**src/rtl/scsc_pkg.sv**
```systemverilog
// Purpose: constants for the system clock source control block
// Assumes: 8-bit special-function register port, one 50 MHz clock
// Notes:   offsets, field layouts, reset values, source codes and settle count; no logic here
package scsc_pkg;
	localparam logic [7:0] ext_osc_ctrl_addr   = 8'h8c;
	localparam logic [7:0] system_clock_sel_addr     = 8'h97;
	localparam logic [7:0] int_osc_ctrl_addr   = 8'h8d;
	localparam logic [7:0] ext_osc_ctrl_reset  = 8'h00;
	localparam logic [7:0] system_clock_sel_reset    = 8'h00;
	localparam logic [7:0] int_osc_ctrl_reset  = 8'hc0;
	localparam int         int_osc_enable_bit  = 7;
	localparam int         int_osc_ready_bit   = 6;
	localparam int         crystal_valid_bit   = 7;
	localparam int         pll_lock_bit        = 7;
	localparam logic [1:0] src_internal        = 2'h0;
	localparam logic [1:0] src_external        = 2'h1;
	localparam logic [1:0] src_pll             = 2'h2;
	localparam int         ready_settle_cycles = 4;
endpackage

```
**src/rtl/scsc_glitchless_mux.sv**
```systemverilog
// Purpose: glitch-free two-stage handover between clock sources
// Assumes: source clocks and their versions arrive as sampled levels
// Notes:   the old source is released before the new one is granted
`timescale 1ns/1ps
module scsc_glitchless_mux #(
	parameter int n_src = 3
) (
	input  wire logic             mclk,     // block clock
	input  wire logic             nrst,     // sync reset, active low
	input  wire logic [n_src-1:0] want,     // one-hot requested source
	input  wire logic [n_src-1:0] clk_lvl,  // synchronised source levels
	output logic      [n_src-1:0] grant,    // one-hot granted source
	output logic                  clk_out   // muxed clock level
);
	logic [n_src-1:0] next_grant;
	logic             next_clk_out;

	always_comb begin
		next_grant = grant;
		// release only while the current source is low to avoid runts
		if (want != grant && (grant & clk_lvl) == '0) begin // [RQ16]
			if (grant != '0)
				next_grant = '0;
			else if ((want & clk_lvl) == '0)
				next_grant = want;
		end
		next_clk_out = |(next_grant & clk_lvl);
	end

	always_ff @(posedge mclk) begin
		if (!nrst) begin
			grant   <= n_src'(1); // [RQ15]
			clk_out <= 1'b0;
		end else begin
			grant   <= next_grant;
			clk_out <= next_clk_out;
		end
	end
endmodule

```
**src/rtl/scsc_top.sv**
```systemverilog
// Purpose: system clock source selection, dividers and status flags
// Assumes: clocks are sampled as levels on mclk, far slower than 50 MHz
// Notes:   registers reached by an 8-bit sfr address/data port
`timescale 1ns/1ps
// Behaviour
// [RQ1] bit 7 of internal oscillator control enables the internal oscillator
// [RQ2] bit 6 reads 1 only while internal oscillator runs at its frequency
// [RQ3] internal divide field 00 by 8, 01 by 4, 10 by 2, 11 by 1
// [RQ4] source field 00 internal, 01 external, 10 pll, 11 reserved
// [RQ5] external oscillator stays available to peripherals at all times
// [RQ6] source may change while running; software picks settled sources
// [RQ7] one write may enable internal oscillator and select it; here one write sets enable and divide, selection needs a separate csel write
// [RQ8] crystal valid flag bit 7 set when settled, only in modes 11x
// [RQ9] software waits 1 ms after enabling crystal before polling valid
// [RQ10] pll lock flag is set by hardware when pll locks
// [RQ11] output divide bits 5:4: 00 by 1, 01 by 2, 10 by 4, 11 by 8
// [RQ12] ext mode decode: 00x off, 010/011 cmos, 10x rc/c, 11x crystal
// [RQ13] bit 3 of external control reads 0, writes ignored
// [RQ14] software sets frequency control field to suit mode
// [RQ15] after reset the internal oscillator is the system clock
// [RQ16] source changes produce no runt pulses or glitches
module scsc_top (
	input  wire logic       mclk,            // 50 mhz block clock
	input  wire logic       nrst,            // sync reset, active low
	input  wire logic [7:0] sfr_addr,        // register address
	input  wire logic [7:0] sfr_wdata,       // write data
	input  wire logic       sfr_wr,          // write strobe
	input  wire logic       sfr_rd,          // read strobe
	output logic      [7:0] sfr_rdata,       // read data
	input  wire logic       int_osc_clk,     // internal oscillator level
	input  wire logic       int_osc_stable,  // analog ready indication
	input  wire logic       crystal_pin_one, // external clock level
	input  wire logic       ext_amp_ok,      // crystal amplitude detector
	input  wire logic       pll_clk,         // pll output level
	input  wire logic       pll_locked,      // pll lock detector
	output logic            int_osc_en,      // internal oscillator enable
	output logic      [2:0] ext_osc_mode,    // drive circuit mode
	output logic      [2:0] ext_osc_freq,    // drive circuit range
	output logic            ext_clk_periph,  // external clock to timers
	output logic            system_clock,    // selected system clock
	output logic            clock_out_pin,   // divided clock for port pin
	output logic      [1:0] src_active       // granted source code
);
	logic [7:0] ioc, next_ioc;
	logic [7:0] xoc, next_xoc;
	logic [7:0] csel, next_csel;
	logic [7:0] next_rdata;
	// two-stage synchronisers: stage a feeds stage b only
	logic [5:0] sync_a, sync_b;
	logic       int_lvl, ext_lvl, pll_lvl, stab, amp;
	logic       lock_s;
	logic [2:0] int_div, next_int_div;
	logic [1:0] div_code, next_div_code;
	logic       int_div_clk, next_int_div_clk, int_prev;
	logic       ext_div_clk, next_ext_div_clk, ext_prev;
	logic       ext_src, ext_gated;
	logic [2:0] want, grant;
	logic       mux_clk, mux_prev;
	logic [2:0] out_cnt, next_out_cnt;
	logic       next_clock_out;
	logic       sys_q, ext_q;
	logic [2:0] ready_cnt, next_ready_cnt;
	logic       int_ready, next_int_ready;
	logic       xtal_mode, ext_on;

	always_ff @(posedge mclk) begin
		if (!nrst) begin
			sync_a <= 6'h00;
			sync_b <= 6'h00;
		end else begin
			// pll level comes from another clock too, so it is synchronised
			sync_a <= {pll_clk, pll_locked, ext_amp_ok, int_osc_stable,
			           crystal_pin_one, int_osc_clk};
			sync_b <= sync_a;
		end
	end
	assign int_lvl = sync_b[0];
	assign ext_lvl = sync_b[1];
	assign stab    = sync_b[2];
	assign amp     = sync_b[3];
	assign lock_s  = sync_b[4];
	assign pll_lvl = sync_b[5];

	assign xtal_mode = xoc[6:5] == 2'b11;                 // [RQ12]
	assign ext_on    = xoc[6:5] != 2'b00;                 // [RQ12]

	always_comb begin
		next_ioc  = ioc;
		next_xoc  = xoc;
		next_csel = csel;
		if (sfr_wr) begin
			unique case (sfr_addr)
			scsc_pkg::int_osc_ctrl_addr:
				// enable and divide taken in one write [RQ7]
				next_ioc = {sfr_wdata[7], 5'b0_0000, sfr_wdata[1:0]}; // [RQ1]
			scsc_pkg::ext_osc_ctrl_addr:
				next_xoc = {1'b0, sfr_wdata[6:4], 1'b0, sfr_wdata[2:0]}; // [RQ13]
			scsc_pkg::system_clock_sel_addr:
				next_csel = {2'b00, sfr_wdata[5:4], 2'b00, sfr_wdata[1:0]};
			default: ;
			endcase
		end
		next_rdata = 8'h0_0;
		if (sfr_rd) begin
			unique case (sfr_addr)
			scsc_pkg::int_osc_ctrl_addr:
				next_rdata = {ioc[7], int_ready, 4'h0, ioc[1:0]}; // [RQ2]
			scsc_pkg::ext_osc_ctrl_addr:
				next_rdata = {xtal_mode & amp, xoc[6:4], 1'b0,
				              xoc[2:0]};                   // [RQ8] [RQ13]
			scsc_pkg::system_clock_sel_addr:
				next_rdata = csel;
			default: next_rdata = {lock_s, 7'h0_0}; // pll lock view [RQ10]
			endcase
		end
	end

	// ready counts settle cycles once enabled and stable
	always_comb begin
		next_ready_cnt = ready_cnt;
		next_int_ready = int_ready;
		if (!ioc[7] || !stab) begin
			next_ready_cnt = 3'h0;
			next_int_ready = 1'b0;
		end else if (ready_cnt == 3'(scsc_pkg::ready_settle_cycles)) begin
			next_int_ready = 1'b1;                          // [RQ2]
		end else begin
			next_ready_cnt = ready_cnt + 3'h1;
		end
	end

	// internal divider: rising edges counted, toggle at half ratio
	always_comb begin
		next_int_div     = int_div;
		next_int_div_clk = int_div_clk;
		next_div_code    = div_code;
		if (!ioc[7]) begin                                 // [RQ1]
			next_int_div     = 3'h0;
			next_int_div_clk = 1'b0;
			next_div_code    = ioc[1:0];
		end else if (int_lvl && !int_prev) begin
			// ratio taken only at a source rise, so no phase is cut short
			next_div_code = ioc[1:0];                      // [RQ16]
			next_int_div  = int_div + 3'h1;
			unique case (next_div_code)                    // [RQ3]
			2'b00: next_int_div_clk = next_int_div[2];
			2'b01: next_int_div_clk = next_int_div[1];
			2'b10: next_int_div_clk = next_int_div[0];
			2'b11: next_int_div_clk = int_lvl;
			endcase
		end else if (div_code == 2'b11) begin              // [RQ3]
			next_int_div_clk = int_lvl;
		end
	end

	// external path honours mode divide by 2 options
	always_comb begin
		next_ext_div_clk = ext_div_clk;
		if (!ext_on)
			next_ext_div_clk = 1'b0;
		else if (ext_lvl && !ext_prev)
			next_ext_div_clk = ~ext_div_clk;
	end
	assign ext_src   = (xoc[4] || xoc[6:4] == 3'b100 || xoc[6:4] == 3'b101)
	                   ? ext_div_clk : ext_lvl;               // [RQ12]
	assign ext_gated = ext_on & ext_src;

	always_comb begin
		unique case (csel[1:0])                            // [RQ4] [RQ6]
		scsc_pkg::src_external: want = 3'b010;
		scsc_pkg::src_pll:      want = 3'b100;
		default:                want = 3'b001;  // reserved stays internal
		endcase
	end

	scsc_glitchless_mux #(.n_src(3)) u_mux (
		.mclk    (mclk),
		.nrst    (nrst),
		.want    (want),
		.clk_lvl ({pll_lvl, ext_gated, int_div_clk}),
		.grant   (grant),
		.clk_out (mux_clk)
	);

	always_comb begin
		next_out_cnt = out_cnt;
		if (mux_clk && !mux_prev)
			next_out_cnt = out_cnt + 3'h1;
		unique case (csel[5:4])                            // [RQ11]
		2'b00:   next_clock_out = mux_clk;
		2'b01:   next_clock_out = next_out_cnt[0];
		2'b10:   next_clock_out = next_out_cnt[1];
		default: next_clock_out = next_out_cnt[2];
		endcase
	end

	always_ff @(posedge mclk) begin
		if (!nrst) begin
			ioc           <= scsc_pkg::int_osc_ctrl_reset;
			xoc           <= scsc_pkg::ext_osc_ctrl_reset;
			csel          <= scsc_pkg::system_clock_sel_reset;   // [RQ15]
			sfr_rdata     <= 8'h0_0;
			ready_cnt     <= 3'h0;
			int_ready     <= 1'b0;
			int_div       <= 3'h0;
			div_code      <= scsc_pkg::int_osc_ctrl_reset[1:0];
			int_div_clk   <= 1'b0;
			int_prev      <= 1'b0;
			ext_div_clk   <= 1'b0;
			ext_prev      <= 1'b0;
			mux_prev      <= 1'b0;
			out_cnt       <= 3'h0;
			clock_out_pin <= 1'b0;
			sys_q         <= 1'b0;
			ext_q         <= 1'b0;
		end else begin
			ioc           <= next_ioc;
			xoc           <= next_xoc;
			csel          <= next_csel;
			sfr_rdata     <= next_rdata;
			ready_cnt     <= next_ready_cnt;
			int_ready     <= next_int_ready;
			int_div       <= next_int_div;
			div_code      <= next_div_code;
			int_div_clk   <= next_int_div_clk;
			int_prev      <= int_lvl;
			ext_div_clk   <= next_ext_div_clk;
			ext_prev      <= ext_lvl;
			mux_prev      <= mux_clk;
			out_cnt       <= next_out_cnt;
			clock_out_pin <= next_clock_out;
			sys_q         <= mux_clk;
			ext_q         <= ext_gated;  // independent of source select [RQ5]
		end
	end

	assign int_osc_en     = ioc[7];
	assign ext_osc_mode   = xoc[6:4];
	assign ext_osc_freq   = xoc[2:0];
	assign ext_clk_periph = ext_q;
	assign system_clock   = sys_q;
	assign src_active     = {grant[2], grant[1]};
endmodule

```
**config.mk**
```make
export PLATFORM = sky130hd
export DESIGN_NAME = scsc_top
export DESIGN_NICKNAME = d
export VERILOG_FILES = /design/src/rtl/scsc_pkg.sv /design/src/rtl/scsc_glitchless_mux.sv /design/src/rtl/scsc_top.sv
export SDC_FILE = /design/constraint.sdc
export NUM_CORES = 1
export LEC_CHECK = 0
export BUFFER_PORTS_ARGS = -buffer_cell sky130_fd_sc_hd__buf_4
export CORE_ASPECT_RATIO = 1.25
export CORE_MARGIN = 2
export CORE_UTILIZATION = 40
export CTS_CLUSTER_SIZE = 24
export DETAILED_ROUTE_END_ITERATION = 7
export RECOVER_POWER = 25
export SLEW_MARGIN = 20
export SYNTH_ARGS = -nofsm -noshare
export SYNTH_HDL_FRONTEND = slang
export SYNTH_SLANG_ARGS = --single-unit
```
**constraint.sdc**
```tcl
create_clock -name mclk -period 1.9 [get_ports mclk]
set_input_delay 0.095 -clock mclk [delete_from_list [all_inputs] [get_ports mclk]]
set_output_delay 0.095 -clock mclk [all_outputs]
set_load 0.02 [all_outputs]
```
Yosys cells after proc, flatten, opt, wreduce, memory -nomap -nowiden
Index checks and enable logic that the tools add are counted.
Word-level totals
  input bits: 26
  bits in writable memories: 0
  flip-flop bits (word level): 57
  ROM bits: 0
  output and inout bits: 20
  word-level logic and storage cells: 87
  memories kept: 0
  bits in latches: 0
Cells by class
  div/mod/pow operators: 0
  magnitude comparators: 0
  add/subtract/negate cells: 3
  bitwise gates (word level): 7
  multiply operators: 0
  shift operators: 0
  reduce and logical (&&, ||, !) cells: 27
  muxes and demuxes: 13
  equal/unequal tests: 17
Operators by type and width (count)
  8-bit equality test (second input constant): 3
  8-bit case mux with 3 select lines: 1
  2-bit equality test (second input constant): 6
  3-bit two-way mux: 4
  2-bit AND reduction: 6
  3-bit by 1-bit adder with 3-bit output (second input constant): 3
  3-bit bitwise AND: 3
  3-bit equality test (second input constant): 3
  2-bit by 1-bit equality test with 1-bit output (second input constant): 3
  3-bit logical NOT: 2
  3-bit case mux with 2 select lines: 1
  1-bit logical NOT: 5
  1-bit logical AND: 4
  2-bit logical NOT: 2
  2-bit two-way mux: 2
  1-bit case mux with 4 select lines: 1
  2-bit nonzero test: 2
  1-bit logical OR: 3
  1-bit two-way mux: 3
  3-bit inequality test: 1
  1-bit case mux with 3 select lines: 1
  3-bit nonzero test: 1
  3-bit OR reduction: 1
  1-bit bitwise AND: 2
  other kinds (3): 4

Depth between registers and ports, before layout
  depth after elaboration: 12
  gate-level depth with buffers: 7
  gate-level depth less buffers: 7

By module
From an unflattened synthesis, not the netlist that was laid out.
Unflattened totals
  cell total of the unflattened synthesis: 238
  area total of the unflattened synthesis: 2248.4 µm²
Modules (own cells, without submodules)
  scsc_top: area each 2031.9 µm², sequential area each 1021.0 µm², cells each 214, instances 1
  scsc_glitchless_mux: area each 216.5 µm², sequential area each 80.1 µm², cells each 24, instances 1

Worst setup path before layout
No wires, ideal clock.
  kind: reg-to-reg
  from: register csel[0]
  to: register u_mux.clk_out
  stages on the path, launching flop included: 8
  clock period less this slack: 1.808 ns
  buffers on the path: 0
  library setup time: 0.122 ns
  setup slack: 0.092 ns
  data arrival time: 1.686 ns
  required time: 1.778 ns
  cells stage by stage: dfxtp_1 inv_1 ha_1 xor2_1 o31ai_4 nor2b_1 a2bb2oi_1 a221o_1
On the way
  cells in the longest elaborated chain, start to end: 9
  elaborated cells on any way between the ends: 12
  classes of those cells: eq/ne: 3; mux: 4; bitwise: 2; reduce/logical: 3
RTL lines
  start, declared: RTL line scsc_top.sv:46  | logic [7:0] csel, next_csel;
  start signal, assigned: RTL line scsc_top.sv:201  | csel <= scsc_pkg::system_clock_sel_reset;
  start signal, assigned: RTL line scsc_top.sv:219  | csel <= next_csel;
  2-bit equality test / 2-bit by 1-bit equality test with 1-bit output (equally long branches): RTL line scsc_top.sv:169  | unique case (csel[1:0])
  3-bit case mux with 2 select lines (*): RTL line scsc_top.sv:169
  3-bit bitwise AND: RTL line scsc_glitchless_mux.sv:24  | else if ((want & clk_lvl) == '0)
  3-bit logical NOT: RTL line scsc_glitchless_mux.sv:24
  3-bit two-way mux: RTL line scsc_glitchless_mux.sv:24
  3-bit two-way mux: RTL line scsc_glitchless_mux.sv:22  | if (grant != '0)
  3-bit two-way mux (*): RTL line scsc_glitchless_mux.sv:21  | if (want != grant && (grant & clk_lvl) == '0) begin
  3-bit bitwise AND (*): RTL line scsc_glitchless_mux.sv:27  | next_clk_out = |(next_grant & clk_lvl);
  3-bit OR reduction (*): RTL line scsc_glitchless_mux.sv:27
  end signal, assigned: RTL line scsc_glitchless_mux.sv:36  | clk_out <= next_clk_out;
  end, declared: RTL line scsc_glitchless_mux.sv:13  | output logic clk_out
Mark *: on every way between the ends. The rest lies on a longest branch, timed or not.
A chain may end at the register's enable or synchronous reset.

Worst setup path in the final report
Same ends and word-level chain as after synthesis.

==> impl_metrics.tcl <==
set metrics [dict create \
    ys_types 46 \
    cts_max_level 2 \
    worstPathMaxFanout 4 \
    async_reset_ff_frac 0 \
    fin_skew_ns 0.008014 \
    ys_seq_area_frac 0.4759 \
    worstSkewPairLatency_ns 0.31 \
    setup_tns_ns 0 \
    placementRows 30 \
    antenna_found_initial 0 \
    grt_pass1_vias 1627 \
    hpwl_um 3364 \
    hold_path_class "in2reg" \
    swShare 0.2443 \
    drt_iter0_markers 65 \
    vias_per_cell 4.957 \
    wire_per_inst_um 12.99 \
    maxSlewViolCount 0 \
    rsz0062_at_grt "false" \
    grt_use_met3 0.03495 \
    setup_viol 0 \
    firstDrtPassIters 4 \
    critPathKind "reg2reg" \
    synth_nets 270 \
    multiInputGateArea_mm2 0.001151 \
    syn_inst 238 \
    dieHeight_um 89.03 \
    ioPinCount 46 \
    p_comb_frac 0.129 \
    tritoncts "built" \
    root_buffer "clkbuf_8" \
    cp-end-kind "flip-flop" \
    syn_to_final_growth_pct 24.72 \
    fin_nets 319 \
    arrival_ns 2.02 \
    cts_buffers 5 \
    gp_congestion 0.7519 \
    postCtsSetupRepairBufs 0 \
    grt_overflow 0 \
    synthesis.yosys.warnings 0 \
    port_buffers 43 \
    dieArea_mm2 0.006412 \
    grt_pass1_wl_um 7569 \
    start_kind "flip-flop" \
    power_switching_mw 0.5652 \
    pwr-share-seq 0.530 \
    timing.max_cap.violations 0 \
    post-route-period-util 0.9567 \
    antennaDiodeCount 0 \
    ys_seq_elements 55 \
    grt_util_met1 0.1881 \
    clkPwrFrac 0.341 \
    status "finished clean" \
    layout-drive-gt1-share 0.2326 \
    clk_pin_slew_worst_paths_ns 0.10 \
    vias 1745 \
    cts_sinks 55 \
    drt-total-wl_um 4571 \
    grt.busiest_layer "met2" \
    intPower_mw 1.748 \
    regArea_mm2 0.001104 \
    powerDensity_mw_per_mm2 801.8 \
    syn-cell-area_mm2 0.002313 \
    syn_area_per_cell_um2 9.720 \
    yosys_most_used_dff "dfxtp_1" \
    fmax_mhz 550.1 \
    power.leakage_nw 1.130 \
    fin_crit_ns 1.818 \
    grt_max_degree 24 \
    track_usage 0.1512 \
    drc 0 \
    synth_edf_count 0 \
    met2_usage 0.2567 \
    num-fill-cells 534 \
    core_area_mm2 0.005518 \
    pre_cts_ws_ns 0.03281 \
    final_antenna_net_count 0 \
    vdd_drop_max_uv 430.4 \
    setup_ws_ns 0.08223 \
    initial_utilization 0.4193 \
    clockBufferDepth 2 \
    hold_viol_final 0 \
    die_w_um 72.02 \
    worstPathRequired_ns 2.10 \
]
## synth_stat cells, types with 2 or more instances
master,n,area [um2]
clkbuf_1,7,26.28
dfxtp_1,55,1101
nor2_2,2,12.51
nor3_1,2,10.01
xor2_1,5,43.79
nor2_1,13,48.80
buf_4,4,30.03
xnor2_1,5,43.79
o21ai_0,4,20.02
nand2_1,28,105.1
nand4_1,2,12.51
nor2b_1,8,50.05
a21oi_1,4,20.02
o21ai_1,2,10.01
nand2b_1,2,12.51
a21boi_1,9,67.56
and4b_1,2,20.02
a22oi_1,6,45.04
buf_2,2,10.01
nand3_1,14,70.07
mux2_2,2,22.52
inv_1,4,15.01
ha_1,6,75.07
mux2i_1,8,80.08
and2_1,21,131.4
## critical path, cell delays in order (launching register included)
cell       delay [ns]
dfxtp_2          0.33
buf_4            0.14
ha_4             0.17
xor2_2           0.19
o31ai_4          0.31
nor2b_1          0.08
a2bb2oi_1        0.14
a221o_1          0.35
## sequential cells by signal, indices dropped and copies added (netlist names), 2 cells and up
register     flops
ioc              3
div_code         2
xoc              6
out_cnt          3
csel             4
sync_b           6
sync_a           6
ready_cnt        3
int_div          3
sfr_rdata        7
u_mux.grant      3
## repair_timing
| action | CTS | global route |
|---|---|---|
| hold buffers | 7 | 0 |
| resized for setup | 0 | 5 |
| endpoints found under the hold margin | 7 | 0 |
| endpoints found under the setup margin | 0 | 1 |
## per-layer routing
metal  up-vias  routed length, um
met5         -                  0
met4         0                 53
met3         4                186
met2        30               2229
met1       807               2101
li1        904                  -
## stage by stage
stage | instance area [um2] | util | power, mW | std cells | hold WS [ns]
floorplan | 2313 | - | 1.456 | 238 | 0.2223
global placement | 2688 | 0.4871 | 1.537 | 337 | 0.3021
detailed placement | 2688 | 0.4871 | 1.537 | 337 | 0.3053
CTS | 2874 | 0.5209 | 2.343 | 352 | 0.03658
global route | 2885 | 0.5229 | 2.416 | 352 | 0.05585
finish | 2885 | 0.5229 | 2.314 | 352 | 0.04417
## area by class of cell
type                            instances  area share
Tap cell                               64     0.02775
Inverter                                4    0.005204
Clock inverter                          3     0.01648
Sequential cell                        55      0.3825
Timing Repair Buffer                   55      0.1453
Clock buffer                            5     0.02385
Multi-Input combinational cell        166      0.3990
## layout by cell type, fill, tap and decap left out, types with 3 or more instances in the layout
cell and count:
a21oi_1 4, a21boi_1 9, o21ai_0 4, and2_1 18, a22oi_1 6, ha_1 5
dlygate4sd3_1 7, dfxtp_1 53, clkbuf_4 6, buf_4 39, nor2_1 13, nand2_1 28
xor2_1 4, clkbuf_8 5, mux2i_1 8, and2_0 3, xnor2_1 5, nor2b_1 8
clkbuf_1 3, inv_1 4, nand3_1 14
## final timing paths
check,start,endpoint,cells after the start,slack [ns]
worst min register to register,sync_a[0],sync_b[0],1,0.44
worst max-delay path,csel[0],u_mux.clk_out,7,0.08
worst max register to register,csel[0],u_mux.clk_out,7,0.08
worst min-delay path,sfr_wdata[2],xoc[2],3,0.04
## power by group through the flow
stage	clock, mW	combinational [mW]	sequential [mW]
after global routing	0.858	0.322	1.24
after floorplan	0	0.212	1.24
after detailed placement	0	0.285	1.25
final	0.788	0.298	1.23
after CTS	0.821	0.297	1.23
after global placement	0	0.284	1.25
## kinds of logic (layout without fill, tap and decap cells)
group,after synthesis,count (layout),synth area share
xor gates and xnor gates,10,10,0.03786
muxes,12,12,0.06057
AOI/OAI and AO/OA,35,35,0.1136
buffers and inverters,17,67,0.03516
and+or+nand+nor,102,102,0.2428
DFF,55,55,0.4759
adders and majority gates,6,6,0.03245
other,1,1,0.001621
(Power assumes the default switching activity.)
